<file path="src/core/sync_router_pkg.sv">
// Constants for the sync terminal router: terminal codes, status words, register map, timing.
// Assumes a single 125 MHz clock and an APB register port with 32-bit data.
package sync_router_pkg;
  // Structure
  localparam int NUM_PORTS = 2;
  localparam int NUM_LINES = 8;  // General lines 0..6 plus the clock line
  localparam int SEL_W = 4;
  localparam int NUM_DST = 3;
  localparam int ADDR_W = 8;

  // Terminal codes shared by source and destination selectors
  localparam logic [3:0] LAST_GP_LINE = 4'h6;
  localparam logic [3:0] PCCARD_FIRST_GONE = 4'h4;
  localparam logic [3:0] TERM_CLK_LINE = 4'h7;
  localparam logic [3:0] SRC_STAR = 4'h8;
  localparam logic [3:0] SRC_CLK10 = 4'h9;
  localparam logic [3:0] SRC_TB20 = 4'ha;
  localparam logic [3:0] SRC_RESYNC = 4'hb;
  localparam logic [3:0] SRC_RX_EVT = 4'hc;
  localparam logic [3:0] SRC_XCVR_EVT = 4'hd;
  localparam logic [3:0] SRC_START_EVT = 4'he;
  localparam logic [3:0] DST_MASTER_TB = 4'h8;
  localparam logic [3:0] DST_RESYNC = 4'h9;
  localparam logic [3:0] DST_START = 4'ha;
  localparam int DIDX_MASTER = 0;
  localparam int DIDX_RESYNC = 1;
  localparam int DIDX_START = 2;

  // Hardware generation and form factor codes
  localparam logic [1:0] GEN_1 = 2'h1;
  localparam logic [1:0] GEN_2 = 2'h2;
  localparam logic [1:0] GEN_USB = 2'h3;
  localparam logic [1:0] FF_DESKTOP = 2'h0;
  localparam logic [1:0] FF_CHASSIS = 2'h1;
  localparam logic [1:0] FF_PCCARD = 2'h2;

  // Status words, signed
  localparam logic [31:0] ST_OK = 32'h0000_0000;
  localparam logic [31:0] ST_WARN_REPLACED = 32'h0000_0001;
  localparam logic [31:0] ST_ERR_PAIR = 32'hffff_ffff;
  localparam logic [31:0] ST_ERR_UNAVAIL = 32'hffff_fffe;
  localparam logic [31:0] ST_ERR_LIMIT = 32'hffff_fffd;
  localparam logic [31:0] ST_ERR_BUSY = 32'hffff_fffc;

  // Line count limits on first-generation cards
  localparam int HS_IN_MAX = 4;
  localparam int HS_OUT_MAX = 4;
  localparam int LS_IN_MAX = 2;
  localparam int LS_OUT_MAX = 3;

  // Register map
  localparam logic [7:0] OFF_REQ = 8'h00;
  localparam logic [7:0] OFF_STATUS = 8'h04;
  localparam logic [7:0] OFF_CFG = 8'h08;
  localparam logic [7:0] OFF_RELEASE = 8'h0c;
  localparam logic [7:0] OFF_ROUTE0 = 8'h10;
  localparam logic [7:0] OFF_ROUTE1 = 8'h14;
  localparam logic [7:0] OFF_EVENT = 8'h18;
  localparam int REQ_SRC_LSB = 0;
  localparam int REQ_DST_LSB = 4;
  localparam int REQ_PORT_BIT = 8;
  localparam int CFG_GEN_LSB = 0;
  localparam int CFG_FF_LSB = 2;
  localparam int CFG_LS_BIT = 4;
  localparam logic [1:0] CFG_GEN_RST = GEN_2;
  localparam logic [1:0] CFG_FF_RST = FF_DESKTOP;

  // Master timebase selections
  localparam logic [1:0] TB_LOCAL = 2'h0;
  localparam logic [1:0] TB_CLK_LINE = 2'h1;
  localparam logic [1:0] TB_CLK10 = 2'h2;

  // Timing
  localparam longint CLK_HZ = 125_000_000;
  localparam longint TB20_HZ = 20_000_000;
  localparam longint TB1M_HZ = 1_000_000;
  localparam longint RESYNC_HZ = 10;
  localparam logic [6:0] TB20_HALF = 7'(CLK_HZ / (2 * TB20_HZ));
  localparam logic [6:0] TB1M_HALF = 7'(CLK_HZ / (2 * TB1M_HZ));
  localparam logic [23:0] RESYNC_HALF = 24'(CLK_HZ / (2 * RESYNC_HZ));
endpackage

</file>
<file path="src/core/sync_terminal_router.sv">
// Sync terminal router: checks and applies source/destination connections between the
// shared sync bus and the card's internal terminals, and drives the routed signals.
// Assumes an APB master, synchronous pin inputs and one 125 MHz clock.
//
// Functional notes
// - Each accepted request joins one source terminal to one destination terminal.
// - Each request yields a signed status: zero ok, negative error, positive warning.
// - Releasing a port's last handle drops every connection of that port.
// - Generation one allows line-to-resync/start, resync-to-line/start, start event-to-line.
// - Generation two adds timebase, star, 20 MHz export, receive and transceiver events.
// - USB variant allows line-to-start, clock line-to-timebase, timebase export, start event out.
// - Generation one chassis card refuses sync line six.
// - Generation one high-speed card: at most four input and four output lines.
// - Generation one card with low-speed port: two input, three output lines.
// - Generation two transceiver event: port 0 even lines, port 1 odd lines.
// - Generation two desktop card refuses star trigger and backplane 10 MHz clock.
// - Generation two PC-card refuses 20 MHz timebase and both backplane terminals.
// - Generation two PC-card refuses sync lines four, five and six.
// - USB variant refuses sync lines one through six.
// - USB variant exports a 1 MHz timebase yet accepts an incoming 20 MHz one.
// - Connected start trigger fires on the first rising edge of its source.
// - Connected resync realigns the timebase on every rising edge of its source.
// - Receive event is a one-bit pulse during the last end-of-frame bit.
// - With nothing routed to master timebase, the local oscillator is used.
//
// The APB slave port and the register addresses were chosen for this implementation.
`timescale 1ns/1ps
module sync_terminal_router
#(
  parameter logic [23:0] RESYNC_HALF_CYC = sync_router_pkg::RESYNC_HALF
) (
  // Clock and reset
  input wire logic clk_i,
  input wire logic rst_i,
  // APB slave
  input wire logic psel_i,
  input wire logic penable_i,
  input wire logic pwrite_i,
  input wire logic [sync_router_pkg::ADDR_W-1:0] paddr_i,
  input wire logic [31:0] pwdata_i,
  output logic [31:0] prdata_o,
  output logic pready_o,
  output logic pslverr_o,
  // Sync bus lines 0..6 and clock line 7
  input wire logic [sync_router_pkg::NUM_LINES-1:0] sync_line_i,
  output logic [sync_router_pkg::NUM_LINES-1:0] sync_line_o,
  output logic [sync_router_pkg::NUM_LINES-1:0] sync_line_oe_o,
  // Backplane terminals
  input wire logic star_trigger_connector_pin_i,
  input wire logic clk10_i,
  // Per-port controller and transceiver side
  input wire logic [sync_router_pkg::NUM_PORTS-1:0] comm_begin_i,
  input wire logic [sync_router_pkg::NUM_PORTS-1:0] rx_accept_i,
  input wire logic [sync_router_pkg::NUM_PORTS-1:0] eof_last_bit_i,
  input wire logic [sync_router_pkg::NUM_PORTS-1:0] xcvr_fault_n_i,
  // Internal terminal outputs
  output logic [sync_router_pkg::NUM_PORTS-1:0] start_fire_o,
  output logic [sync_router_pkg::NUM_PORTS-1:0] rx_event_o,
  output logic resync_align_o,
  output logic [1:0] timebase_sel_o,
  output logic timebase_out_o
);
  import sync_router_pkg::*;

  typedef struct packed {
    logic [31:0] prdata;
    logic pready;
    logic pslverr;
    logic [31:0] status;
    logic [1:0] gen;
    logic [1:0] ff;
    logic low_speed;
    logic [NUM_LINES-1:0] line_out;
    logic [NUM_LINES-1:0] line_oe;
    logic [NUM_PORTS-1:0] start_prev;
    logic [NUM_PORTS-1:0] start_fired;
    logic [NUM_PORTS-1:0] start_fire;
    logic resync_prev;
    logic resync_align;
    logic [1:0] tb_sel;
    logic [NUM_PORTS-1:0] rx_event;
    logic [6:0] tb_cnt;
    logic tb_clk;
    logic [23:0] rs_cnt;
    logic rs_clk;
  } state_s;

  state_s cur_ff;
  state_s nxt_ff;

  logic [NUM_LINES-1:0] p_out_en [NUM_PORTS];
  logic [NUM_LINES*SEL_W-1:0] p_out_src [NUM_PORTS];
  logic [NUM_LINES-1:0] p_in_mask [NUM_PORTS];
  logic [NUM_DST-1:0] p_dst_en [NUM_PORTS];
  logic [NUM_DST*SEL_W-1:0] p_dst_src [NUM_PORTS];

  // Value of a source terminal as seen by a given port
  function automatic logic src_val(input logic [3:0] s, input int p);
    logic v;
    v = 1'b0;
    if (s <= TERM_CLK_LINE) begin
      v = sync_line_i[s[2:0]];
    end else begin
      case (s)
        SRC_STAR: v = star_trigger_connector_pin_i;
        SRC_CLK10: v = clk10_i;
        SRC_TB20: v = cur_ff.tb_clk;
        SRC_RESYNC: v = cur_ff.rs_clk;
        SRC_RX_EVT: v = cur_ff.rx_event[p];
        SRC_XCVR_EVT: v = xcvr_fault_n_i[p];
        SRC_START_EVT: v = cur_ff.start_fired[p];
        default: v = 1'b0;
      endcase
    end
    return v;
  endfunction

  // Matrix and availability check for one request; first failure decides the status
  function automatic logic [31:0] check_req(input logic [3:0] src, input logic [3:0] dst, input logic port,
                                            input logic [NUM_LINES-1:0] own_out, input logic [NUM_LINES-1:0] oth_out,
                                            input logic [NUM_DST-1:0] own_dst);
    logic s_gp, d_gp, s_ln, d_ln, ok, gone;
    logic [NUM_LINES-1:0] in_used, out_used;
    int lim_in, lim_out;
    s_gp = src <= LAST_GP_LINE;
    d_gp = dst <= LAST_GP_LINE;
    s_ln = src <= TERM_CLK_LINE;
    d_ln = dst <= TERM_CLK_LINE;
    in_used = p_in_mask[0] | p_in_mask[1];
    out_used = p_out_en[0] | p_out_en[1];
    lim_in = cur_ff.low_speed ? LS_IN_MAX : HS_IN_MAX;
    lim_out = cur_ff.low_speed ? LS_OUT_MAX : HS_OUT_MAX;
    ok = 1'b0;
    gone = 1'b0;
    case (cur_ff.gen)
      GEN_1: begin
        ok = (s_gp && (dst == DST_RESYNC || dst == DST_START)) ||
             (src == SRC_RESYNC && (d_gp || dst == DST_START)) || (src == SRC_START_EVT && d_gp);
        gone = cur_ff.ff == FF_CHASSIS && (src == LAST_GP_LINE || dst == LAST_GP_LINE);
      end
      GEN_2: begin
        ok = (s_gp && (dst == DST_RESYNC || dst == DST_START)) ||
             (src == SRC_RESYNC && (d_gp || dst == DST_START)) || (src == SRC_START_EVT && d_gp) ||
             ((src == TERM_CLK_LINE || src == SRC_CLK10) && dst == DST_MASTER_TB) ||
             (src == SRC_STAR && dst == DST_START) || (src == SRC_TB20 && dst == TERM_CLK_LINE) ||
             (src == SRC_RX_EVT && (d_gp || dst == DST_START)) || (src == SRC_XCVR_EVT && d_gp);
        if (src == SRC_XCVR_EVT && dst[0] != port) begin
          ok = 1'b0;
        end
        if (cur_ff.ff == FF_DESKTOP) begin
          gone = src == SRC_STAR || src == SRC_CLK10;
        end else if (cur_ff.ff == FF_PCCARD) begin
          gone = src == SRC_STAR || src == SRC_CLK10 || src == SRC_TB20 ||
                 (s_gp && src >= PCCARD_FIRST_GONE) || (d_gp && dst >= PCCARD_FIRST_GONE);
        end
      end
      GEN_USB: begin
        ok = (s_gp && dst == DST_START) || (src == TERM_CLK_LINE && dst == DST_MASTER_TB) ||
             (src == SRC_TB20 && dst == TERM_CLK_LINE) || (src == SRC_START_EVT && d_gp);
        gone = (s_gp && src != 4'h0) || (d_gp && dst != 4'h0);
      end
      default: ok = 1'b0;
    endcase
    if (!ok) begin
      return ST_ERR_PAIR;
    end
    if (gone) begin
      return ST_ERR_UNAVAIL;
    end
    if (d_ln && oth_out[dst[2:0]]) begin
      return ST_ERR_BUSY;
    end
    if (cur_ff.gen == GEN_1 && s_ln && !in_used[src[2:0]] && $countones(in_used) >= lim_in) begin
      return ST_ERR_LIMIT;
    end
    if (cur_ff.gen == GEN_1 && d_ln && !out_used[dst[2:0]] && $countones(out_used) >= lim_out) begin
      return ST_ERR_LIMIT;
    end
    if ((d_ln && own_out[dst[2:0]]) || (!d_ln && own_dst[dst[1:0]])) begin
      return ST_WARN_REPLACED;
    end
    return ST_OK;
  endfunction

  // APB decode and request path; the check is a process so config and table changes wake it
  logic setup_w;
  logic wr_w;
  logic req_wr_w;
  logic [3:0] req_src_w;
  logic [3:0] req_dst_w;
  logic req_port_w;
  logic [31:0] chk_w;
  logic [NUM_PORTS-1:0] conn_w;
  logic [NUM_PORTS-1:0] clear_w;

  assign setup_w = psel_i && !penable_i;
  assign wr_w = psel_i && penable_i && cur_ff.pready && pwrite_i;
  assign req_wr_w = wr_w && paddr_i == OFF_REQ;
  assign req_src_w = pwdata_i[REQ_SRC_LSB +: SEL_W];
  assign req_dst_w = pwdata_i[REQ_DST_LSB +: SEL_W];
  assign req_port_w = pwdata_i[REQ_PORT_BIT];
  always_comb chk_w = check_req(req_src_w, req_dst_w, req_port_w, p_out_en[req_port_w], p_out_en[!req_port_w],
                                p_dst_en[req_port_w]);

  // A refused request never reaches a table, so routing stays as it was
  generate
    for (genvar g = 0; g < NUM_PORTS; g++) begin : g_port
      assign conn_w[g] = req_wr_w && !chk_w[31] && req_port_w == g;
      assign clear_w[g] = wr_w && paddr_i == OFF_RELEASE && pwdata_i[g];
      port_route_table #(
        .NL(NUM_LINES),
        .SW(SEL_W),
        .ND(NUM_DST)
      ) u_table (
        .clk_i(clk_i),
        .rst_i(rst_i),
        .conn_i(conn_w[g]),
        .clear_i(clear_w[g]),
        .src_i(req_src_w),
        .dst_i(req_dst_w),
        .out_en_o(p_out_en[g]),
        .out_src_o(p_out_src[g]),
        .in_mask_o(p_in_mask[g]),
        .dst_en_o(p_dst_en[g]),
        .dst_src_o(p_dst_src[g])
      );
    end
  endgenerate

  // Next state: bus slave, timebase dividers, line drivers and trigger terminals
  always_comb begin
    logic [3:0] s;
    logic v;
    logic [6:0] half;
    int own;
    s = 4'h0;
    v = 1'b0;
    half = (cur_ff.gen == GEN_USB) ? TB1M_HALF : TB20_HALF;
    own = 0;
    nxt_ff = cur_ff;
    // Zero wait states: read data is latched at setup, answer stands in the access cycle
    nxt_ff.pready = setup_w;
    nxt_ff.pslverr = 1'b0;
    nxt_ff.prdata = '0;
    if (setup_w) begin
      case (paddr_i)
        OFF_REQ, OFF_RELEASE: nxt_ff.prdata = '0;
        OFF_STATUS: nxt_ff.prdata = cur_ff.status;
        OFF_CFG: nxt_ff.prdata = 32'({cur_ff.low_speed, cur_ff.ff, cur_ff.gen});
        OFF_ROUTE0: nxt_ff.prdata = 32'({p_dst_en[0], p_in_mask[0], p_out_en[0]});
        OFF_ROUTE1: nxt_ff.prdata = 32'({p_dst_en[1], p_in_mask[1], p_out_en[1]});
        OFF_EVENT: nxt_ff.prdata = 32'({cur_ff.tb_sel, cur_ff.start_fired});
        default: nxt_ff.pslverr = 1'b1;
      endcase
    end
    if (wr_w && paddr_i == OFF_CFG) begin
      nxt_ff.gen = pwdata_i[CFG_GEN_LSB +: 2];
      nxt_ff.ff = pwdata_i[CFG_FF_LSB +: 2];
      nxt_ff.low_speed = pwdata_i[CFG_LS_BIT];
    end
    if (req_wr_w) begin
      nxt_ff.status = chk_w;
    end
    // Exported timebase; the half period is floored to whole cycles at this clock rate
    if (cur_ff.tb_cnt >= half - 7'h01) begin
      nxt_ff.tb_cnt = '0;
      nxt_ff.tb_clk = !cur_ff.tb_clk;
    end else begin
      nxt_ff.tb_cnt = cur_ff.tb_cnt + 7'h01;
    end
    if (cur_ff.rs_cnt >= RESYNC_HALF_CYC - 24'h000001) begin
      nxt_ff.rs_cnt = '0;
      nxt_ff.rs_clk = !cur_ff.rs_clk;
    end else begin
      nxt_ff.rs_cnt = cur_ff.rs_cnt + 24'h000001;
    end
    // Line drivers; a line has at most one owning port
    for (int l = 0; l < NUM_LINES; l++) begin
      own = p_out_en[0][l] ? 0 : 1;
      s = p_out_src[own][l*SEL_W +: SEL_W];
      nxt_ff.line_out[l] = src_val(s, own);
      nxt_ff.line_oe[l] = p_out_en[0][l] | p_out_en[1][l];
    end
    // Start trigger fires once on the first rising edge; unrouted it follows comm start
    for (int p = 0; p < NUM_PORTS; p++) begin
      if (p_dst_en[p][DIDX_START]) begin
        v = src_val(p_dst_src[p][DIDX_START*SEL_W +: SEL_W], p);
      end else begin
        v = comm_begin_i[p];
      end
      nxt_ff.start_prev[p] = v;
      nxt_ff.start_fire[p] = v && !cur_ff.start_prev[p] && !cur_ff.start_fired[p];
      if (clear_w[p]) begin
        nxt_ff.start_fired[p] = 1'b0;
      end
      if (nxt_ff.start_fire[p]) begin
        nxt_ff.start_fired[p] = 1'b1; // A trigger in the release cycle still counts
      end
      nxt_ff.rx_event[p] = rx_accept_i[p] && eof_last_bit_i[p];
    end
    // Resync is card-wide; port zero's connection takes precedence
    own = p_dst_en[0][DIDX_RESYNC] ? 0 : 1;
    v = src_val(p_dst_src[own][DIDX_RESYNC*SEL_W +: SEL_W], own);
    nxt_ff.resync_prev = v;
    nxt_ff.resync_align = p_dst_en[own][DIDX_RESYNC] && v && !cur_ff.resync_prev;
    // Master timebase choice, local oscillator when unrouted
    nxt_ff.tb_sel = TB_LOCAL;
    for (int p = NUM_PORTS - 1; p >= 0; p--) begin
      if (p_dst_en[p][DIDX_MASTER]) begin
        s = p_dst_src[p][DIDX_MASTER*SEL_W +: SEL_W];
        nxt_ff.tb_sel = (s == SRC_CLK10) ? TB_CLK10 : TB_CLK_LINE;
      end
    end
  end

  // State register
  always_ff @(posedge clk_i) begin
    if (rst_i) begin
      cur_ff <= '0;
      cur_ff.gen <= CFG_GEN_RST;
      cur_ff.ff <= CFG_FF_RST;
    end else begin
      cur_ff <= nxt_ff;
    end
  end

  assign prdata_o = cur_ff.prdata;
  assign pready_o = cur_ff.pready;
  assign pslverr_o = cur_ff.pslverr;
  assign sync_line_o = cur_ff.line_out;
  assign sync_line_oe_o = cur_ff.line_oe;
  assign start_fire_o = cur_ff.start_fire;
  assign rx_event_o = cur_ff.rx_event;
  assign resync_align_o = cur_ff.resync_align;
  assign timebase_sel_o = cur_ff.tb_sel;
  assign timebase_out_o = cur_ff.tb_clk;
endmodule

</file>
<file path="src/core/port_route_table.sv">
// Routing table of one port: which lines it drives and from what, which lines it reads,
// and which internal destinations it has connected. Requests arrive already checked.
`timescale 1ns/1ps
module port_route_table #(
  parameter int NL = 8,
  parameter int SW = 4,
  parameter int ND = 3
) (
  // Clock and reset
  input wire logic clk_i,
  input wire logic rst_i,
  // Checked request
  input wire logic conn_i,
  input wire logic clear_i,
  input wire logic [SW-1:0] src_i,
  input wire logic [SW-1:0] dst_i,
  // Table contents
  output logic [NL-1:0] out_en_o,
  output logic [NL*SW-1:0] out_src_o,
  output logic [NL-1:0] in_mask_o,
  output logic [ND-1:0] dst_en_o,
  output logic [ND*SW-1:0] dst_src_o
);
  typedef struct packed {
    logic [NL-1:0] out_en;
    logic [NL*SW-1:0] out_src;
    logic [NL-1:0] in_mask;
    logic [ND-1:0] dst_en;
    logic [ND*SW-1:0] dst_src;
  } table_s;

  table_s cur_ff;
  table_s nxt_ff;

  // Release wipes the whole port first; a connect then adds exactly one pair
  always_comb begin
    int d;
    int s;
    d = int'(dst_i);
    s = int'(src_i);
    nxt_ff = cur_ff;
    if (clear_i) begin
      nxt_ff = '0;
    end
    if (conn_i) begin
      if (d < NL) begin
        nxt_ff.out_en[d] = 1'b1;
        nxt_ff.out_src[d*SW +: SW] = src_i;
      end else if (d < NL + ND) begin
        nxt_ff.dst_en[d-NL] = 1'b1;
        nxt_ff.dst_src[(d-NL)*SW +: SW] = src_i;
      end
      if (s < NL) begin
        nxt_ff.in_mask[s] = 1'b1;
      end
    end
  end

  // State register
  always_ff @(posedge clk_i) begin
    if (rst_i) begin
      cur_ff <= '0;
    end else begin
      cur_ff <= nxt_ff;
    end
  end

  assign out_en_o = cur_ff.out_en;
  assign out_src_o = cur_ff.out_src;
  assign in_mask_o = cur_ff.in_mask;
  assign dst_en_o = cur_ff.dst_en;
  assign dst_src_o = cur_ff.dst_src;
endmodule

</file>
<file path="config.mk">
export PLATFORM = sky130hd
export DESIGN_NAME = sync_terminal_router
export DESIGN_NICKNAME = d
export VERILOG_FILES = /design/src/core/sync_router_pkg.sv /design/src/core/sync_terminal_router.sv /design/src/core/port_route_table.sv
export SDC_FILE = /design/constraint.sdc
export NUM_CORES = 1
export LEC_CHECK = 0
export BUFFER_PORTS_ARGS = -buffer_cell sky130_fd_sc_hd__buf_2
export CELL_PAD_IN_SITES_DETAIL_PLACEMENT = 1
export CELL_PAD_IN_SITES_GLOBAL_PLACEMENT = 1
export CORE_ASPECT_RATIO = 0.8
export CORE_UTILIZATION = 41
export CTS_CLUSTER_DIAMETER = 40
export DETAILED_ROUTE_END_ITERATION = 12
export PLACE_DENSITY = 0.78
export REMOVE_ABC_BUFFERS = 1
export SETUP_SLACK_MARGIN = 0.05
export SLEW_MARGIN = 20
export SYNTH_ARGS = -nofsm -noshare
export SYNTH_HDL_FRONTEND = slang
export SYNTH_SLANG_ARGS = --single-unit
</file>
<file path="constraint.sdc">
create_clock -name clk_i -period 5.8 [get_ports clk_i]
set_input_delay 0.58 -clock clk_i [delete_from_list [all_inputs] [get_ports clk_i]]
set_output_delay 0.58 -clock clk_i [all_outputs]
set_load 0.01 [all_outputs]
</file>
==> results of run 1 <==
==> kinds of logic (layout without fill, tap and decap cells) <==
logic type / after synthesis / after routing / share of synthesized area, %
simple gates: 540 / 540 / 23.0
flops: 217 / 217 / 33.7
compound gates: 225 / 225 / 11.4
buf+inv: 191 / 204 / 7.62
mux: 180 / 180 / 18.4
other cells: 1 / 1 / 0.0291
xor+xnor: 30 / 30 / 2.04
fa+ha+maj: 35 / 35 / 3.86
==> how the worst max path moves through the flow <==
stage / startpoint / to / slack, ps / cells past startpoint
after floorplan: g_port[0].u_table.out_en_o[0]$_SDFF_PP0_ / g_port[0].u_table.dst_src_o[11]$_SDFF_PP0_ / 600 / 13
after global placement: g_port[1].u_table.out_en_o[3]$_SDFF_PP0_ / g_port[1].u_table.out_src_o[25]$_SDFF_PP0_ / 590 / 15
after detailed placement: g_port[1].u_table.out_en_o[3]$_SDFF_PP0_ / g_port[1].u_table.out_src_o[20]$_SDFF_PP0_ / 420 / 15
after CTS: g_port[1].u_table.out_en_o[3]$_SDFF_PP0_ / g_port[1].u_table.out_src_o[22]$_SDFF_PP0_ / 420 / 15
after global routing: g_port[1].u_table.out_en_o[3]$_SDFF_PP0_ / g_port[1].u_table.out_src_o[20]$_SDFF_PP0_ / 210 / 15
final: g_port[1].u_table.out_en_o[3]$_SDFF_PP0_ / g_port[0].u_table.out_src_o[26]$_SDFF_PP0_ / 400 / 15
==> metrics by stage <==
stage | power, mW | area [sq um] | util (%)
floorplan | 1.74 | 12000 | -
global placement | 1.90 | 13200 | 43.1
detailed placement | 1.91 | 13200 | 43.1
CTS | 4.07 | 14400 | 47.0
global route | 4.17 | 14400 | 47.0
finish | 4.04 | 14400 | 47.0
==> area by class of cell <==
class	count	area [sq um]
well taps	413	517
clock inverters	15	210
multi-input cells	1011	7610
clock buffers	46	988
repair buffers	119	653
inverters	24	90.1
fillers	3531	16300
flip-flops and latches	217	4340
==> critical path, cell delays in order (launching register included) <==
cell and delay [ps]:
dfxtp_1 370, nor2_1 260, inv_1 100, fa_1 580, fa_1 430, fa_1 460, ha_1 230, fa_1 450
ha_1 280, a21o_1 150, a221o_1 300, o2111ai_1 230, nand3_4 440, buf_4 370, nor4_4 380, mux2i_1 230
==> report_power, final <==
| part | switching (mW) | total, mW | internal, mW |
|---|---|---|---|
| Clock | 0.771 | 2.15 | 1.38 |
| Combinational | 0.213 | 0.326 | 0.113 |
| Sequential | 0.0457 | 1.56 | 1.51 |
| Total | 1.03 | 4.04 | 3.01 |
==> flip-flops by register name, indices dropped and copies added (netlist names) <==
| register | count |
|---|---|
| g_port.u_table.out_src_o | 64 |
| rx_event_o | 2 |
| timebase_sel_o | 2 |
| sync_line_oe_o | 8 |
| cur_ff | 45 |
| pready_o | 1 |
| start_fire_o | 2 |
| pslverr_o | 1 |
| timebase_out_o | 1 |
| g_port.u_table.out_en_o | 16 |
| resync_align_o | 1 |
| g_port.u_table.dst_en_o | 6 |
| prdata_o | 20 |
| sync_line_o | 8 |
| g_port.u_table.in_mask_o | 16 |
| g_port.u_table.dst_src_o | 24 |
==> cells in the mapped netlist (7+ instances only) <==
master	n
dfxtp_1	217
nand2_1	176
mux2i_1	123
nor2_1	115
a21oi_1	95
clkbuf_1	84
buf_4	55
nand4_1	52
mux4_2	44
ha_1	27
nand3_1	27
nor3_1	25
inv_1	23
a211oi_1	21
a22oi_1	21
xor2_1	20
nor4_4	19
or4_1	19
nor2b_1	17
nand2b_1	16
o21ai_0	15
or2_2	15
mux2_2	13
a221oi_1	12
buf_2	12
a21o_1	11
and3_1	11
buf_1	10
or3_1	10
xnor2_1	10
a31oi_1	9
fa_1	8
nor3b_1	7
==> metal layers <==
layer | routed length [um] | up-vias | share of wire [%]
li1 | - | 5079 | -
met1 | 18000 | 5572 | 44
met2 | 19300 | 450 | 47
met3 | 2960 | 72 | 7.2
met4 | 855 | 0 | 2.1
met5 | 0 | - | 0
==> impl_metrics.toml, run 1 <==
[worst_setup_path]
arrival_ps = 5840
cp_max_fo = 25
reg2reg_depth = 15
path_class = "reg -> reg"
required_ps = 6240
r2r-start = "g_port[1].u_table.out_en_o[3]$_SDFF_PP0_"
worst_setup_path_end_kind = "register"
cp-start-kind = "register"
ff2ff_setup_slack_ps = 400
reg2reg_to = "g_port[0].u_table.out_src_o[26]$_SDFF_PP0_"

[synth]
ys_seq_area_share_pct = 33.7
synth_top_area_cell = "dfxtp_1"
synth_area_sq_um = 12900
synth_area_leaders = "dfxtp_1 34%, mux2i_1 9.5%, mux4_2 7.7%, nand2_1 5.1%, a21oi_1 3.7%"
synth_top_area_share_pct = 33.7
yosys_warnings = 0
ys_types = 75
async_flop_share_pct = 0
ys_ff_latch = 217
synthFlopType = "dfxtp_1"
postSynthAreaPerCell_sq_um = 9.09
synthCells = 1419
synth-edff-count = 0

[clock_tree]
cts_resized = 0
cts_tree = "yes"
clkLatencyLatePin_ps = 530
clk_path_buf_depth = 3
h-tree-depth = 2
clk_pin_slew_ps = 50
numCtsBuffers = 35
cts_setup_buffers = 0
cts_root_buf = "clkbuf_16"
cts-hold-fix-buffers = 0
cts.sinks = 217

[min_path]
hold_depth = 2
hp-class = "in -> reg"
hp-start = "penable_i"
holdPathEnd = "pready_o$_SDFF_PP0_"

[route]
antenna_left = 0
drcViolationCount = 0
post_drt_wl_per_cell_um = 22.3
wl_um = 41100
drtIter0Drc = 958
via_per_inst = 6.06
vias = 11200
drt-pass1-iter-count = 5

[sta]
rsz0062_at_grt = "no"
tightestPinTransition_ps = 1090
finalCritPeriodShare_pct = 93.1
final.min_clock_period_ps = 5400
setup_slack_ps = 398
fin_hold_ws_ps = 272
finalSetupViolations = 0
drv_slew = 0
fin_setup_tns_ps = 0
fmax_mhz = 185
finalClockSkew_ps = 21.0
slew_headroom_pct = 26.5
hold_violations = 0

[final_layout]
drive_above_1_share_pct = 19.8
nets = 1506
syn_to_final_growth_pct = 11.7
antennaDiodeCount = 0
final_common_cell = "dfxtp_1"
layout_common_cells = "217 x dfxtp_1, 176 x nand2_1, 123 x mux2i_1, 113 x nor2_1, 96 x buf_2"
instances_no_fill = 1845

[global_routing]
grt_use_total_pct = 25.5
grt_max_degree = 59
grt_overflow = 0
grt_util_met2_pct = 41.7
grtUsageMet3_pct = 4.00
grt_pass1_wl_um = 65300
use_met1_pct = 34.5
grt_pass1_vias = 11400
busiest_layer = "met2"
antenna_found_initial = 0

[floorplanning]
die_w_um = 200
initial_core_util_pct = 42.1
core_area_sq_um = 30700
io_pins = 121
num_rows = 57
chipHeight_um = 161
die_area_sq_um = 32200

[power_and_ir_drop]
ir_drop_mv = 0.155
p_per_area_nw_per_um2 = 280
leakagePower_nw = 5.20

[placement]
io_buffers = 97
pre_cts_slack_ps = 417
dp_hpwl_um = 27300
place_congestion = 0.851
dp.cells = 1784

[status]
outcome = "finished, final reports clean"

[job]
maxCapViolations = 0
Power figures use the tool's default switching activity.
==> run 2, diff against run 1 <==
- clock period: 5.8 -> 5.35 ns (I/O delays scaled with it)
==> run 2 against run 1 <==
Compared with the run above:
- worst setup slack got worse by 96 ps
- maximum frequency increased by 7.0%
- clock skew increased by 4.4 ps
- register-to-register slack got worse by 96 ps
- critical path depth unchanged
- cell count increased by 0.27%
- final area about the same
- wire length about the same
- sequential share of layout area about the same
- sequential cell count unchanged
- largest power group unchanged
==> impl_metrics.toml, run 2 (synthesis gave the netlist of run 1 again) <==
[worst_setup_path]
path_class = "reg -> reg"
arrival_ps = 5500
cpPeakStageDelay_ps = 560
cp-start-kind = "register"
worst_setup_path_end_kind = "register"
worst_path_max_delay_cell = "fa_1"
required_ps = 5800
path_cells = "nor2_1 > inv_1 > fa_1 > fa_1 > fa_1 > ha_1 > fa_1 > ha_1 > a21o_1 > a221o_1 > o2111ai_1 > nand3_4 > buf_12 > nor4_4 > mux2i_1"
crit_path_frequent_cell = "fa_1"
cp_max_fo = 36

[sta]
fin_setup_tns_ps = 0
slew_headroom_pct = 33.2
finalClockSkew_ps = 25.4
tightestPinTransition_ps = 1000
drv_slew = 0
final.min_clock_period_ps = 5050
hold_violations = 0
finalSetupViolations = 0
finalCritPeriodShare_pct = 94.4
fmax_mhz = 198
rsz0062_at_grt = "no"

[final_layout]
layout_common_cells = "217 x dfxtp_1, 176 x nand2_1, 123 x mux2i_1, 113 x nor2_1, 96 x buf_2"
largest_reg_flops = 64
nets = 1507
final_area_sq_um = 14400
drive_above_1_share_pct = 20.5
syn_to_final_growth_pct = 11.8
final_common_cell = "dfxtp_1"
antennaDiodeCount = 0
instances_no_fill = 1850

[placement]
dpl_cell_area_sq_um = 13200
dp.cells = 1784
io_buffers = 97
dp_hpwl_um = 27400
place_congestion = 0.865

[route]
antenna_left = 0
drt-pass1-iter-count = 5
vias = 11300
wl_um = 41200
drtIter0Drc = 953
via_per_inst = 6.11
drcViolationCount = 0
post_drt_wl_per_cell_um = 22.2

[clock_tree]
clkLatencyLatePin_ps = 520
cts.sinks = 217
cts_resized = 0
h-tree-depth = 2
clk_path_buf_depth = 3
clk_pin_slew_ps = 60
cts_root_buf = "clkbuf_16"
cts_tree = "yes"
cts_setup_buffers = 0
cts-hold-fix-buffers = 0
numCtsBuffers = 36

[power_and_ir_drop]
p_sw_mw = 1.20
pwr-share-clk_pct = 52.9
power.internal_mw = 3.14
pwr-share-seq_pct = 39.0
leakagePower_nw = 5.20
p_per_area_nw_per_um2 = 301
p_comb_share_pct = 8.1
ir_drop_mv = 0.169
switching_share_pct = 27.6

[job]
maxCapViolations = 0

[global_routing]
grt_use_total_pct = 25.4
grt_overflow = 0
grt_pass1_vias = 11900
grt_max_degree = 39
grt_pass1_wl_um = 65300
antenna_found_initial = 0

[status]
outcome = "finished, final reports clean"

[floorplanning]
core_area_sq_um = 30700
chipHeight_um = 161
die_area_sq_um = 32200
initial_core_util_pct = 42.1
die_w_um = 200
io_pins = 121
num_rows = 57

[min_path]
hp-class = "in -> reg"
[run 2: cell types whose count changed in the layout (fill, tap and decap cells not counted), moves of 2 or more]
cell,previous run,this run
inv_6,2,11
inv_8,0,2
clkinv_4,3,5
clkbuf_1,5,1
bufinv_16,4,1
clkbuf_8,5,2
[run 2: per-stage QoR]
stage	utilization, %	hold slack [ps]	total power [mW]	setup WS [ps]
after floorplan	-	373	1.89	149
after global placement	43.1	409	2.06	463
after detailed placement	43.1	423	2.07	376
after CTS	47.0	242	4.36	362
after global routing	47.0	255	4.49	120
final	47.0	255	4.34	301
[run 2: routing by layer]
layer / track usage [%] / wire length, um / up-vias
met4: 8.81 / 1170 / 0
li1: - / - / 5080
met5: 0 / 0 / -
met2: 42.0 / 19100 / 433
met1: 33.6 / 18200 / 5693
met3: 4.16 / 2750 / 103
[run 2: power groups by stage]
stage | combinational, mW | clock [mW] | sequential (mW)
after global placement | 0.338 | 0 | 1.72
after CTS | 0.348 | 2.33 | 1.69
after detailed placement | 0.346 | 0 | 1.72
after global routing | 0.378 | 2.42 | 1.69
final | 0.353 | 2.30 | 1.69
after floorplan | 0.188 | 0 | 1.70
[run 2: path summary, 6_finish.rpt]
| kind | from | to | slack, ps | depth (start not counted) |
|---|---|---|---|---|
| setup reg to reg | g_port[1].u_table.out_en_o[3]$_SDFF_PP0_ | g_port[0].u_table.dst_src_o[6]$_SDFF_PP0_ | 300 | 15 |
| hold / removal | penable_i | pready_o$_SDFF_PP0_ | 260 | 2 |
| hold reg to reg | cur_ff[38]$_SDFF_PP0_ | resync_align_o$_SDFF_PP0_ | 430 | 1 |
| setup / recovery | g_port[1].u_table.out_en_o[3]$_SDFF_PP0_ | g_port[0].u_table.dst_src_o[6]$_SDFF_PP0_ | 300 | 15 |
[run 2: final cells by class]
| type | instances | area [sq um] |
|---|---|---|
| clock buffer | 40 | 957 |
| clock inverter | 26 | 235 |
| fill | 3524 | 16200 |
| inverter | 24 | 90.1 |
| multi-input combinational | 1011 | 7610 |
| sequential | 217 | 4340 |
| tap | 413 | 517 |
| timing repair buffer | 119 | 666 |
[run 2: worst max-delay path: cells and delay by family (launching register included)]
kind	cells	cell delay, ps
fa+ha+maj	6	2400
simple gates	3	930
buf+inv	2	310
flops	1	370
mux	1	250
compound gates	3	690
